### src/conv_timing_pkg.sv
/*
 Constants for the converter timing control: divider codes, flag latencies,
 alignment pulse qualification and multiframe alignment delays.
 Assumes a single 100 MHz core clock that stands for the input sample clock.
*/
package conv_timing_pkg;
    localparam int unsigned CLK_PERIOD_NS = 10;
    // Divider setting codes on clock_divide_setting_i
    localparam logic [1:0] DIV_BY_1 = 2'h0;
    localparam logic [1:0] DIV_BY_2 = 2'h1;
    localparam logic [1:0] DIV_BY_4 = 2'h2;
    // Input clock ceilings per setting, MHz
    localparam int unsigned SAMPLE_CLOCK_INPUT_MAX_DIV1_MHZ = 500;
    localparam int unsigned SAMPLE_CLOCK_INPUT_MAX_DIV2_MHZ = 1000;
    localparam int unsigned SAMPLE_CLOCK_INPUT_MAX_DIV4_MHZ = 2000;
    localparam int unsigned FS_MIN_MSPS = 100;
    localparam int unsigned FS_MAX_MSPS = 500;
    // Latencies in frame clock cycles
    localparam int unsigned FLAG_ASSERT_LATENCY = 8;
    localparam int unsigned FLAG_RELEASE_EXTRA_MAX = 15;
    localparam int unsigned SYSREF_MIN_HIGH = 2;
    localparam int unsigned SYSREF_MIN_LOW = 2;
    // Alignment delay in input clock cycles (4, 5, 4.5 frame cycles)
    localparam logic [4:0] ALIGN_DLY_DIV1 = 5'h04;
    localparam logic [4:0] ALIGN_DLY_DIV2 = 5'h0a;
    localparam logic [4:0] ALIGN_DLY_DIV4 = 5'h12;
    localparam logic [7:0] MFRAME_LEN_RST = 8'h20;
endpackage : conv_timing_pkg

### src/conv_timing_ctrl.sv
/*
 Top of the converter timing control: sample clock divider, frame clock,
 over-range flag on the shared readback pin, alignment pulse qualification and
 multiframe alignment. Assumes the alignment pulse is asynchronous to clock_i.
*/
`timescale 1ns/100ps
// Operation
// - Sample rate equals input clock over divider 1, 2 or 4
// - Frame clock period equals sample period, one sample per frame
// - Core latency counted in frame cycles to multiframe boundary
// - Over-range flag rises 8 frame cycles after the bad sample
// - Flag releases after assert delay plus programmable 1 to 16 frames
// - Shared pin shows flag in flag mode unless readback is active, else only readback data
// - Multiframe aligns 4, 5 or 4.5 frames after accepted pulse
module conv_timing_ctrl #(
    parameter logic [7:0] MFRAME_LEN = conv_timing_pkg::MFRAME_LEN_RST
) (
    input wire logic clock_i,
    input wire logic resetn_i,
    input wire logic [1:0] clock_divide_setting_i,
    input wire logic sample_overrange_i,
    input wire logic [3:0] release_extra_i,
    input wire logic flag_mode_i,
    input wire logic readback_active_i,
    input wire logic readback_data_i,
    input wire logic sysref_i,
    output logic frame_en_o,
    output logic [7:0] latency_count_o,
    output logic mframe_boundary_o,
    output logic sysref_accepted_o,
    output logic shared_readback_flag_pin_o,
    output logic shared_readback_flag_pin_oe_o
);
    if (MFRAME_LEN < 8'h08)
    begin : g_len_check
        $error("conv_timing_ctrl: MFRAME_LEN too small");
    end

    // Divider
    logic [1:0] div_cnt_r;
    logic [1:0] div_last;
    assign div_last = (clock_divide_setting_i == conv_timing_pkg::DIV_BY_4) ? 2'h3 :
                      (clock_divide_setting_i == conv_timing_pkg::DIV_BY_2) ? 2'h1 : 2'h0;
    wire logic frame_tick = (div_cnt_r >= div_last);

    always_ff @(posedge clock_i)
    begin
        if (!resetn_i)
        begin
            div_cnt_r <= 2'h0;
            frame_en_o <= 1'b0;
        end
        else
        begin
            div_cnt_r <= frame_tick ? 2'h0 : div_cnt_r + 2'h1;
            frame_en_o <= frame_tick;
        end
    end

    // Alignment pulse synchroniser and edge detect
    logic sys_s1_r;
    logic sys_s2_r;
    logic sys_prev_r;
    logic [1:0] high_cnt_r;
    logic [1:0] low_cnt_r;
    logic armed_r;
    wire logic rise = sys_s2_r & ~sys_prev_r;
    wire logic low_ok = (low_cnt_r >= 2'(conv_timing_pkg::SYSREF_MIN_LOW));
    wire logic high_ok = (high_cnt_r >= 2'(conv_timing_pkg::SYSREF_MIN_HIGH - 1));

    always_ff @(posedge clock_i)
    begin
        if (!resetn_i)
        begin
            sys_s1_r <= 1'b0;
            sys_s2_r <= 1'b0;
            sys_prev_r <= 1'b0;
            high_cnt_r <= 2'h0;
            low_cnt_r <= 2'h0;
            armed_r <= 1'b0;
        end
        else
        begin
            sys_s1_r <= sysref_i;
            sys_s2_r <= sys_s1_r;
            sys_prev_r <= sys_s2_r;
            if (rise)
                armed_r <= low_ok;
            // One acceptance per rising edge, not one per frame held high
            else if (!sys_s2_r || (frame_tick && high_ok))
                armed_r <= 1'b0;
            if (frame_tick)
            begin
                high_cnt_r <= !sys_s2_r ? 2'h0 : (high_cnt_r == 2'h3 ? high_cnt_r : high_cnt_r + 2'h1);
                low_cnt_r <= sys_s2_r ? 2'h0 : (low_cnt_r == 2'h3 ? low_cnt_r : low_cnt_r + 2'h1);
            end
            else if (rise)
                high_cnt_r <= 2'h0;
        end
    end

    // Accept once held high long enough
    wire logic accept = armed_r & sys_s2_r & frame_tick & high_ok;

    // Alignment delay in input clock cycles
    logic [4:0] align_dly;
    assign align_dly = (clock_divide_setting_i == conv_timing_pkg::DIV_BY_4) ? conv_timing_pkg::ALIGN_DLY_DIV4 :
                       (clock_divide_setting_i == conv_timing_pkg::DIV_BY_2) ? conv_timing_pkg::ALIGN_DLY_DIV2 :
                       conv_timing_pkg::ALIGN_DLY_DIV1;
    logic [4:0] align_cnt_r;
    logic align_busy_r;
    logic [7:0] mf_cnt_r;
    wire logic align_hit = align_busy_r & (align_cnt_r == 5'h01);

    always_ff @(posedge clock_i)
    begin
        if (!resetn_i)
        begin
            align_cnt_r <= 5'h00;
            align_busy_r <= 1'b0;
            mf_cnt_r <= 8'h00;
            sysref_accepted_o <= 1'b0;
            mframe_boundary_o <= 1'b0;
            latency_count_o <= 8'h00;
        end
        else
        begin
            sysref_accepted_o <= accept;
            if (accept & !align_busy_r)
            begin
                align_busy_r <= 1'b1;
                align_cnt_r <= align_dly;
            end
            else if (align_busy_r)
            begin
                align_cnt_r <= align_cnt_r - 5'h01;
                if (align_hit)
                    align_busy_r <= 1'b0;
            end
            // Boundary restarts on alignment, otherwise free runs in frames
            if (align_hit)
            begin
                mf_cnt_r <= 8'h00;
                mframe_boundary_o <= 1'b1;
            end
            else if (frame_tick)
            begin
                mf_cnt_r <= (mf_cnt_r == MFRAME_LEN - 8'h01) ? 8'h00 : mf_cnt_r + 8'h01;
                mframe_boundary_o <= (mf_cnt_r == MFRAME_LEN - 8'h01);
            end
            else
                mframe_boundary_o <= 1'b0;
            // Frames from a sample to the next boundary
            latency_count_o <= MFRAME_LEN - mf_cnt_r;
        end
    end

    // Over-range flag
    logic flag_w;
    flag_delay_line #(
        .DEPTH(24)
    ) u_flag (
        .clock_i(clock_i),
        .resetn_i(resetn_i),
        .frame_en_i(frame_tick),
        .overrange_i(sample_overrange_i),
        .release_extra_i(release_extra_i),
        .overrange_flag_o(flag_w)
    );

    // Readback wins over the flag; pin idles high-Z otherwise
    always_ff @(posedge clock_i)
    begin
        if (!resetn_i)
        begin
            shared_readback_flag_pin_o <= 1'b0;
            shared_readback_flag_pin_oe_o <= 1'b0;
        end
        else
        begin
            shared_readback_flag_pin_oe_o <= readback_active_i | flag_mode_i;
            shared_readback_flag_pin_o <= readback_active_i ? readback_data_i : flag_w;
        end
    end

    property p_pin_quiet;
        @(posedge clock_i) disable iff (!resetn_i)
        (!readback_active_i && !flag_mode_i) |=> !shared_readback_flag_pin_oe_o;
    endproperty
    a_pin_quiet: assert property (p_pin_quiet) else $error("pin driven while idle");

    property p_frame_div;
        @(posedge clock_i) disable iff (!resetn_i)
        (frame_en_o && clock_divide_setting_i == conv_timing_pkg::DIV_BY_2 && $stable(clock_divide_setting_i))
        |=> !frame_en_o;
    endproperty
    a_frame_div: assert property (p_frame_div) else $error("frame enable too frequent");

    property p_accept_high;
        @(posedge clock_i) disable iff (!resetn_i)
        sysref_accepted_o |-> $past(sys_s2_r) && $past(sys_s2_r, 2);
    endproperty
    a_accept_high: assert property (p_accept_high) else $error("accept without high pulse");

    property p_align_div1;
        @(posedge clock_i) disable iff (!resetn_i)
        (accept && !align_busy_r && clock_divide_setting_i == conv_timing_pkg::DIV_BY_1)
        |-> ##5 mframe_boundary_o;
    endproperty
    a_align_div1: assert property (p_align_div1) else $error("alignment delay wrong");

    property p_pin_flag;
        @(posedge clock_i) disable iff (!resetn_i)
        (flag_mode_i && !readback_active_i) |=> shared_readback_flag_pin_o == $past(flag_w);
    endproperty
    a_pin_flag: assert property (p_pin_flag) else $error("flag not on pin");

    property p_edge_after_low;
        @(posedge clock_i) disable iff (!resetn_i)
        (rise && !low_ok) |=> !armed_r;
    endproperty
    a_edge_after_low: assert property (p_edge_after_low) else $error("short low accepted");
endmodule : conv_timing_ctrl

### src/flag_delay_line.sv
/*
 Over-range flag timing: fixed assert latency, programmable release latency.
 Assumes frame_en_i pulses once per frame clock cycle.
*/
`timescale 1ns/100ps
module flag_delay_line #(
    parameter int unsigned DEPTH = 24
) (
    input wire logic clock_i,
    input wire logic resetn_i,
    input wire logic frame_en_i,
    input wire logic overrange_i,
    input wire logic [3:0] release_extra_i,
    output logic overrange_flag_o
);
    logic [DEPTH-1:0] hist_r;
    logic [4:0] hold_r;
    wire logic assert_tap = hist_r[conv_timing_pkg::FLAG_ASSERT_LATENCY-1];
    wire logic [4:0] release_len = 5'(release_extra_i) + 5'h01;

    // Refused at elaboration: history must span assert plus longest release
    if (DEPTH < conv_timing_pkg::FLAG_ASSERT_LATENCY + conv_timing_pkg::FLAG_RELEASE_EXTRA_MAX)
    begin : g_depth_check
        $error("flag_delay_line: DEPTH too small");
    end

    always_ff @(posedge clock_i)
    begin
        if (!resetn_i)
        begin
            hist_r <= '0;
            hold_r <= 5'h00;
            overrange_flag_o <= 1'b0;
        end
        else if (frame_en_i)
        begin
            hist_r <= {hist_r[DEPTH-2:0], overrange_i};
            // Stretch after the last out-of-range sample reaches the tap
            if (assert_tap)
            begin
                overrange_flag_o <= 1'b1;
                hold_r <= release_len;
            end
            else if (hold_r > 5'h01)
                hold_r <= hold_r - 5'h01;
            else
            begin
                hold_r <= 5'h00;
                overrange_flag_o <= 1'b0;
            end
        end
    end
endmodule : flag_delay_line

### config.mk
export PLATFORM = sky130hd
export DESIGN_NAME = conv_timing_ctrl
export DESIGN_NICKNAME = d
export VERILOG_FILES = /design/src/conv_timing_pkg.sv /design/src/conv_timing_ctrl.sv /design/src/flag_delay_line.sv
export SDC_FILE = /design/constraint.sdc
export NUM_CORES = 1
export LEC_CHECK = 0
export BUFFER_PORTS_ARGS = -buffer_cell sky130_fd_sc_hd__buf_2
export CORE_MARGIN = 2
export CORE_UTILIZATION = 28
export DETAILED_ROUTE_END_ITERATION = 10
export PLACE_DENSITY = 0.54
export SYNTH_ARGS = -nofsm -noshare
export SYNTH_HDL_FRONTEND = slang
export SYNTH_HIERARCHICAL = 1
export SYNTH_SLANG_ARGS = --single-unit
### constraint.sdc
create_clock -name clock_i -period 3.55 [get_ports clock_i]
set_clock_uncertainty 0.2 [all_clocks]
set_input_delay 0.5325 -clock clock_i [delete_from_list [all_inputs] [get_ports clock_i]]
set_output_delay 0.5325 -clock clock_i [all_outputs]
set_load 0.01 [all_outputs]
* Word-level counts from Yosys, hierarchy flattened
Cells that the tools add are included.
** Word-level totals
- Flip-flop bits (word level) :: 51
- Bits of input ports :: 13
- Output and inout bits :: 13
** Operators by class
- Add/subtract/negate cells :: 8
- $lt $le $gt $ge :: 4
- Eq/ne operators :: 9
- Mux-type cells :: 25
- Bitwise operators :: 9
- Reductions and logical operators :: 12
** Operator list (number)
- $mux W5 :: 5
- $mux W2 :: 7
- $mux W1 :: 11
- $sub A5 B1 Y5 const B :: 2
- $add A8 B1 Y8 const B :: 1
- $eq A8 B5 Y1 const B :: 1
- $mux W8 :: 1
- $sub A6 B8 Y8 const A :: 1
- $add A2 B1 Y2 const B :: 3
- $and A1 B1 Y1 :: 6
- $eq A2 B2 Y1 const B :: 3
- $reduce_and A2 Y1 :: 3
- $reduce_bool A2 Y1 :: 3
- $add A4 B1 Y5 const B :: 1
- $eq A5 B1 Y1 const B :: 1
- $gt A5 B1 Y1 const B :: 1
- $mux W4 :: 1
- $reduce_or A2 Y1 :: 2
- $ne A3 B3 Y1 const B :: 1
- $eq A2 B1 Y1 const B :: 1
- $ge A2 B1 Y1 const B :: 1
- $ge A2 B2 Y1 :: 1
- $ge A2 B2 Y1 const B :: 1
- $logic_not A1 Y1 :: 2
- other kinds (6) :: 7

* Depth between registers and ports, before layout
- Depth in word-level cells :: 8
- Mapped depth :: 12
- Mapped depth without buffers :: 11

* Hierarchy
Netlist, hierarchy kept.
** By module, submodules not included
- conv_timing_ctrl :: times used 1, cells each 193, area an instance 1783.0 µm², seq. area each 740.7 µm²
- flag_delay_line :: times used 1, cells each 73, area an instance 701.9 µm², seq. area each 280.3 µm²

* Least setup slack after synthesis
No wires, ideal clock.
- Path kind :: input to register
- From :: in clock_divide_setting_i[0]
- To :: reg u_flag.hold_r[0]
- Library setup time :: 0.123 ns
- Arrival time :: 2.407 ns
- Data required time :: 3.227 ns
- Setup slack :: 0.820 ns
- Stages :: 12
- Path buffers :: 3
- Cells stage by stage :: inv_1 > ha_1 > inv_1 > ha_1 > nand2b_1 > a21oi_2 > inv_2 > clkbuf_1 > buf_4 > buf_4 > o21ai_0 > a31oi_1
** Between the ends
- Cells in the longest elaborated chain, start to end :: 4
- Elaborated cells on any way between the ends :: 5
- Those cells by class :: order compare: 1; eq/ne: 2; mux: 2
** Ends and longest elaborated chain
- start, declared :: RTL line conv_timing_ctrl.sv:20 : input wire logic [1:0] clock_divide_setting_i,
- $eq A2 B1 Y1 :: RTL line conv_timing_ctrl.sv:43 : (clock_divide_setting_i == conv_timing_pkg::DIV_BY_2) ? 2'h1 : 2'h0;
- $mux W1 :: RTL line conv_timing_ctrl.sv:43
- $mux W2 * :: RTL line conv_timing_ctrl.sv:42 : assign div_last = (clock_divide_setting_i == conv_timing_pkg::DIV_BY_4) ? 2'h3 :
- $ge A2 B2 Y1 * :: RTL line conv_timing_ctrl.sv:44 : wire logic frame_tick = (div_cnt_r >= div_last);
- via frame_tick :: RTL line conv_timing_ctrl.sv:44
- end signal, assigned :: RTL line flag_delay_line.sv:42 : hold_r <= release_len;
- end signal, assigned :: RTL line flag_delay_line.sv:45 : hold_r <= hold_r - 5'h01;
- end, declared :: RTL line flag_delay_line.sv:17 : logic [4:0] hold_r;
Mark *: on every way through the listed nets, which the timed path passes. The rest lies on a longest branch.
A chain may end at the register's enable or synchronous reset.

* Worst setup path in the final report
- From :: in clock_divide_setting_i[0]
- To :: reg u_flag.hold_r[4]
** Between the ends
- Cells in the longest elaborated chain, start to end :: 4
- Elaborated cells on any way between the ends :: 5
- Those cells by class :: order compare: 1; eq/ne: 2; mux: 2
** Ends and longest elaborated chain (RTL line)
- $eq A2 B1 Y1 :: conv_timing_ctrl.sv:43
- $mux W1 :: conv_timing_ctrl.sv:43
- $mux W2 * :: conv_timing_ctrl.sv:42
- $ge A2 B2 Y1 * :: conv_timing_ctrl.sv:44
Every way passes the cells marked *; elsewhere a longest branch is shown, timed or not.

==> impl_metrics.tcl <==
set metrics [dict create \
    cp_cell_sequence "buf_2 -> inv_1 -> ha_1 -> inv_1 -> ha_1 -> nand2b_1 -> a21oi_2 -> inv_2 -> buf_4 -> nor2b_1 -> a41oi_1 -> a21boi_1" \
    leakagePower_nw 1.15 \
    hold_path_class "in2reg" \
    gp_congestion 0.773 \
    htree_levels 2 \
    wl_per_cell_microns 12.0 \
    root_buffer "clkbuf_8" \
    gr-total-overflow 0 \
    avgSynthCellArea_sq_um 9.34 \
    syn-num-nets 294 \
    grt_max_degree 30 \
    final_area_sq_um 2820 \
    whs_ns 0.235 \
    ys_seq_area_share_pct 41.1 \
    cts.path.max_buffers 2 \
    cts_tree "done" \
    synth_fa_ha_area_share_pct 7.55 \
    critPathLaunch "clock_divide_setting_i[0]" \
    rows 34 \
    dieWidth_microns 98.2 \
    setup_viol_count_final 0 \
    clk_pin_slew_ns 0.10 \
    first_pass_iters 4 \
    synth_top_family_by_area "simple AND/OR/NAND/NOR gates" \
    syn_area_sq_um 2480 \
    critical_path_class "in2reg" \
    cp-end-kind "flop" \
    synth_warnings 6 \
    cap_violations 0 \
    syn2layout_area_growth_pct 13.3 \
    dp_hpwl_mm 3.41 \
    slowest_delay_ns 0.30 \
    peakVddDrop_uv 171 \
    synth_top_area_share_pct 41.1 \
    dr_total_vias 1860 \
    grt_usage_pct 10.5 \
    crit_buf_inv 5 \
    period_share_pct 67.8 \
    ios 26 \
    critPathSlowestCell "ha_1" \
    synth_mux_area_share_pct 4.48 \
    cts.sinks 51 \
    core_area_sq_um 8680 \
    clock_latency_ns 0.30 \
    wirelength_mm 4.76 \
    tightest_slew_ns 0.525 \
    finalHoldViolCount 0 \
    die_area_sq_um 9640 \
    ys_seq_elements 51 \
    synth-xor-area-share_pct 5.64 \
    synth_ff_type "dfxtp_1" \
    cp.required_ns 3.55 \
    power_density_nw_per_um2 537 \
    drv_slew 0 \
    hold_start "flag_mode_i" \
    cts_buffers 5 \
    die_h_microns 98.2 \
    cp_max_fo 21 \
    synth_area_leaders "dfxtp_1 (41%), ha_1 (7.6%), mux2i_1 (4.0%)" \
    cts_post_setup_buffers_inserted 0 \
    slew_headroom_pct 64.6 \
    layout-drive-gt1-share_pct 16.6 \
    status "completed" \
    cpLargestDelayFamily "buffers and inverters" \
    max_freq_mhz 415 \
    viasPerCell 4.67 \
    cts_resized 0 \
    grt_pass1_vias 1812 \
    worstReg2RegStart "div_cnt_r[0]" \
    port_buffers 25 \
    synthSimpleGateAreaFrac_pct 20.7 \
    synth_cell_types 51 \
    initial_core_util_pct 28.6 \
    netlist_instances 266 \
    layout.nets 317 \
    holdBufCountCts 0 \
    synth_enable_flop_cells 0 \
    synthArstFlopShare_pct 0 \
    fin_crit_ns 2.41 \
    setup.worst_path.start_class "input pin" \
    placed_cell_area_sq_um 2700 \
    drc 0 \
    rsz0062_at_grt "false" \
    timing.setup.tns_ns 0 \
    synth_top_cell_by_area "dfxtp_1" \
    synth_compound_area_share_pct 14.5 \
    antenna_found_initial 0 \
    arrival_ns 2.41 \
    grt_pass1_wl_mm 8.32 \
    drt_iter0_drc 42 \
    insertedDiodeCount 0 \
    antenna_left 0 \
]
[sequential cells by signal (all words and copies together), names as in the netlist]
name                           count
latency_count_o                    8
mf_cnt_r                           8
u_flag/hist_r                      8
align_cnt_r                        5
u_flag/hold_r                      5
div_cnt_r                          2
high_cnt_r                         2
low_cnt_r                          2
align_busy_r                       1
armed_r                            1
frame_en_o                         1
mframe_boundary_o                  1
shared_readback_flag_pin_o         1
shared_readback_flag_pin_oe_o      1
sys_prev_r                         1
sys_s1_r                           1
sys_s2_r                           1
sysref_accepted_o                  1
u_flag/overrange_flag_o            1
[cell type report]
class / count / area [sq um]
clock inverters: 3 / 43.8
well taps: 108 / 135
multi-input cells: 180 / 1310
clock buffers: 5 / 68.8
flip-flops and latches: 51 / 1020
repair buffers: 28 / 148
inverters: 23 / 86.3
fillers: 933 / 5860
[logic make-up (layout without fill, tap and decap cells)]
kind of cell	after synthesis	in the layout
flip-flops	51	51
XOR/XNOR	16	16
multiplexers	11	11
AND/OR/NAND/NOR	87	87
adder cells (fa/ha/maj)	15	15
buffers and inverters	35	59
AO/OA/AOI/OAI	51	51
[power by group]
group          switching [mW]  internal [mW]
Sequential             0.0540          0.635
Combinational           0.220          0.192
Clock                   0.203          0.210
[routing by layer]
layer | GRT usage [%] | vias up | part of all wire (%)
met5 | 0 | - | 0
met4 | 4.11 | 0 | 1.2
met3 | 2.22 | 7 | 3.5
met2 | 16.7 | 32 | 43
met1 | 14.1 | 856 | 52
li1 | - | 965 | -
[per-stage QoR]
step,cells,power (mW),setup slack [ns],util [%]
3_3_place_gp,390,1.11,0.872,31.2
6_report,398,1.51,1.14,32.5
4_1_cts,398,1.53,1.13,32.5
2_1_floorplan,266,1.02,0.820,-
3_5_place_dp,390,1.11,0.794,31.2
5_1_grt,398,1.62,0.991,32.5
[cells in the mapped netlist, types with 2 or more instances]
master	instances
dfxtp_1	51
inv_1	21
ha_1	15
nor2b_1	15
and2_1	13
nand2_1	13
xnor2_1	11
mux2i_1	10
nor2_1	10
a21oi_1	9
o21ai_0	8
clkbuf_1	6
a31oi_1	5
nand3_1	5
or4_1	5
xor2_1	5
a21boi_1	4
and3_1	4
nand2b_1	4
o31ai_1	4
a21oi_2	3
nor3_1	3
nor4_1	3
o31a_1	3
a32oi_1	2
buf_2	2
buf_4	2
inv_2	2
nand4_1	2
nor3b_1	2
o211ai_1	2
o21a_1	2
or3_4	2
[worst register-to-register path, delay by kind of cell (launching register included)]
| family | cells | cell delay, ns |
|---|---|---|
| and+or+nand+nor | 2 | 0.21 |
| buffers and inverters | 3 | 0.63 |
| DFF | 1 | 0.37 |
| adders and majority gates | 1 | 0.28 |
| AOI/OAI and AO/OA | 3 | 0.31 |
[final timing paths]
kind | slack, ns | endpoint | depth (start not counted)
worst max-delay path | 1.14 | u_flag/hold_r[4] | 12
worst min-delay path | 0.23 | shared_readback_flag_pin_oe_o | 2
worst max register to register | 1.44 | u_flag/hold_r[4] | 9
worst min register to register | 0.25 | sys_s2_r | 1
[cells in the final DEF, fill, tap and decap left out, drive strengths merged, types with 8 or more instances in the layout]
master / synthesis / routed
dfxtp: 51 / 51
buf: 5 / 28
inv: 23 / 23
nor2b: 15 / 15
ha: 15 / 15
and2: 13 / 13
nand2: 13 / 13
a21oi: 12 / 12
xnor2: 11 / 11
nor2: 10 / 10
mux2i: 10 / 10
o21ai: 8 / 8
Power figures use the tool's default switching activity.
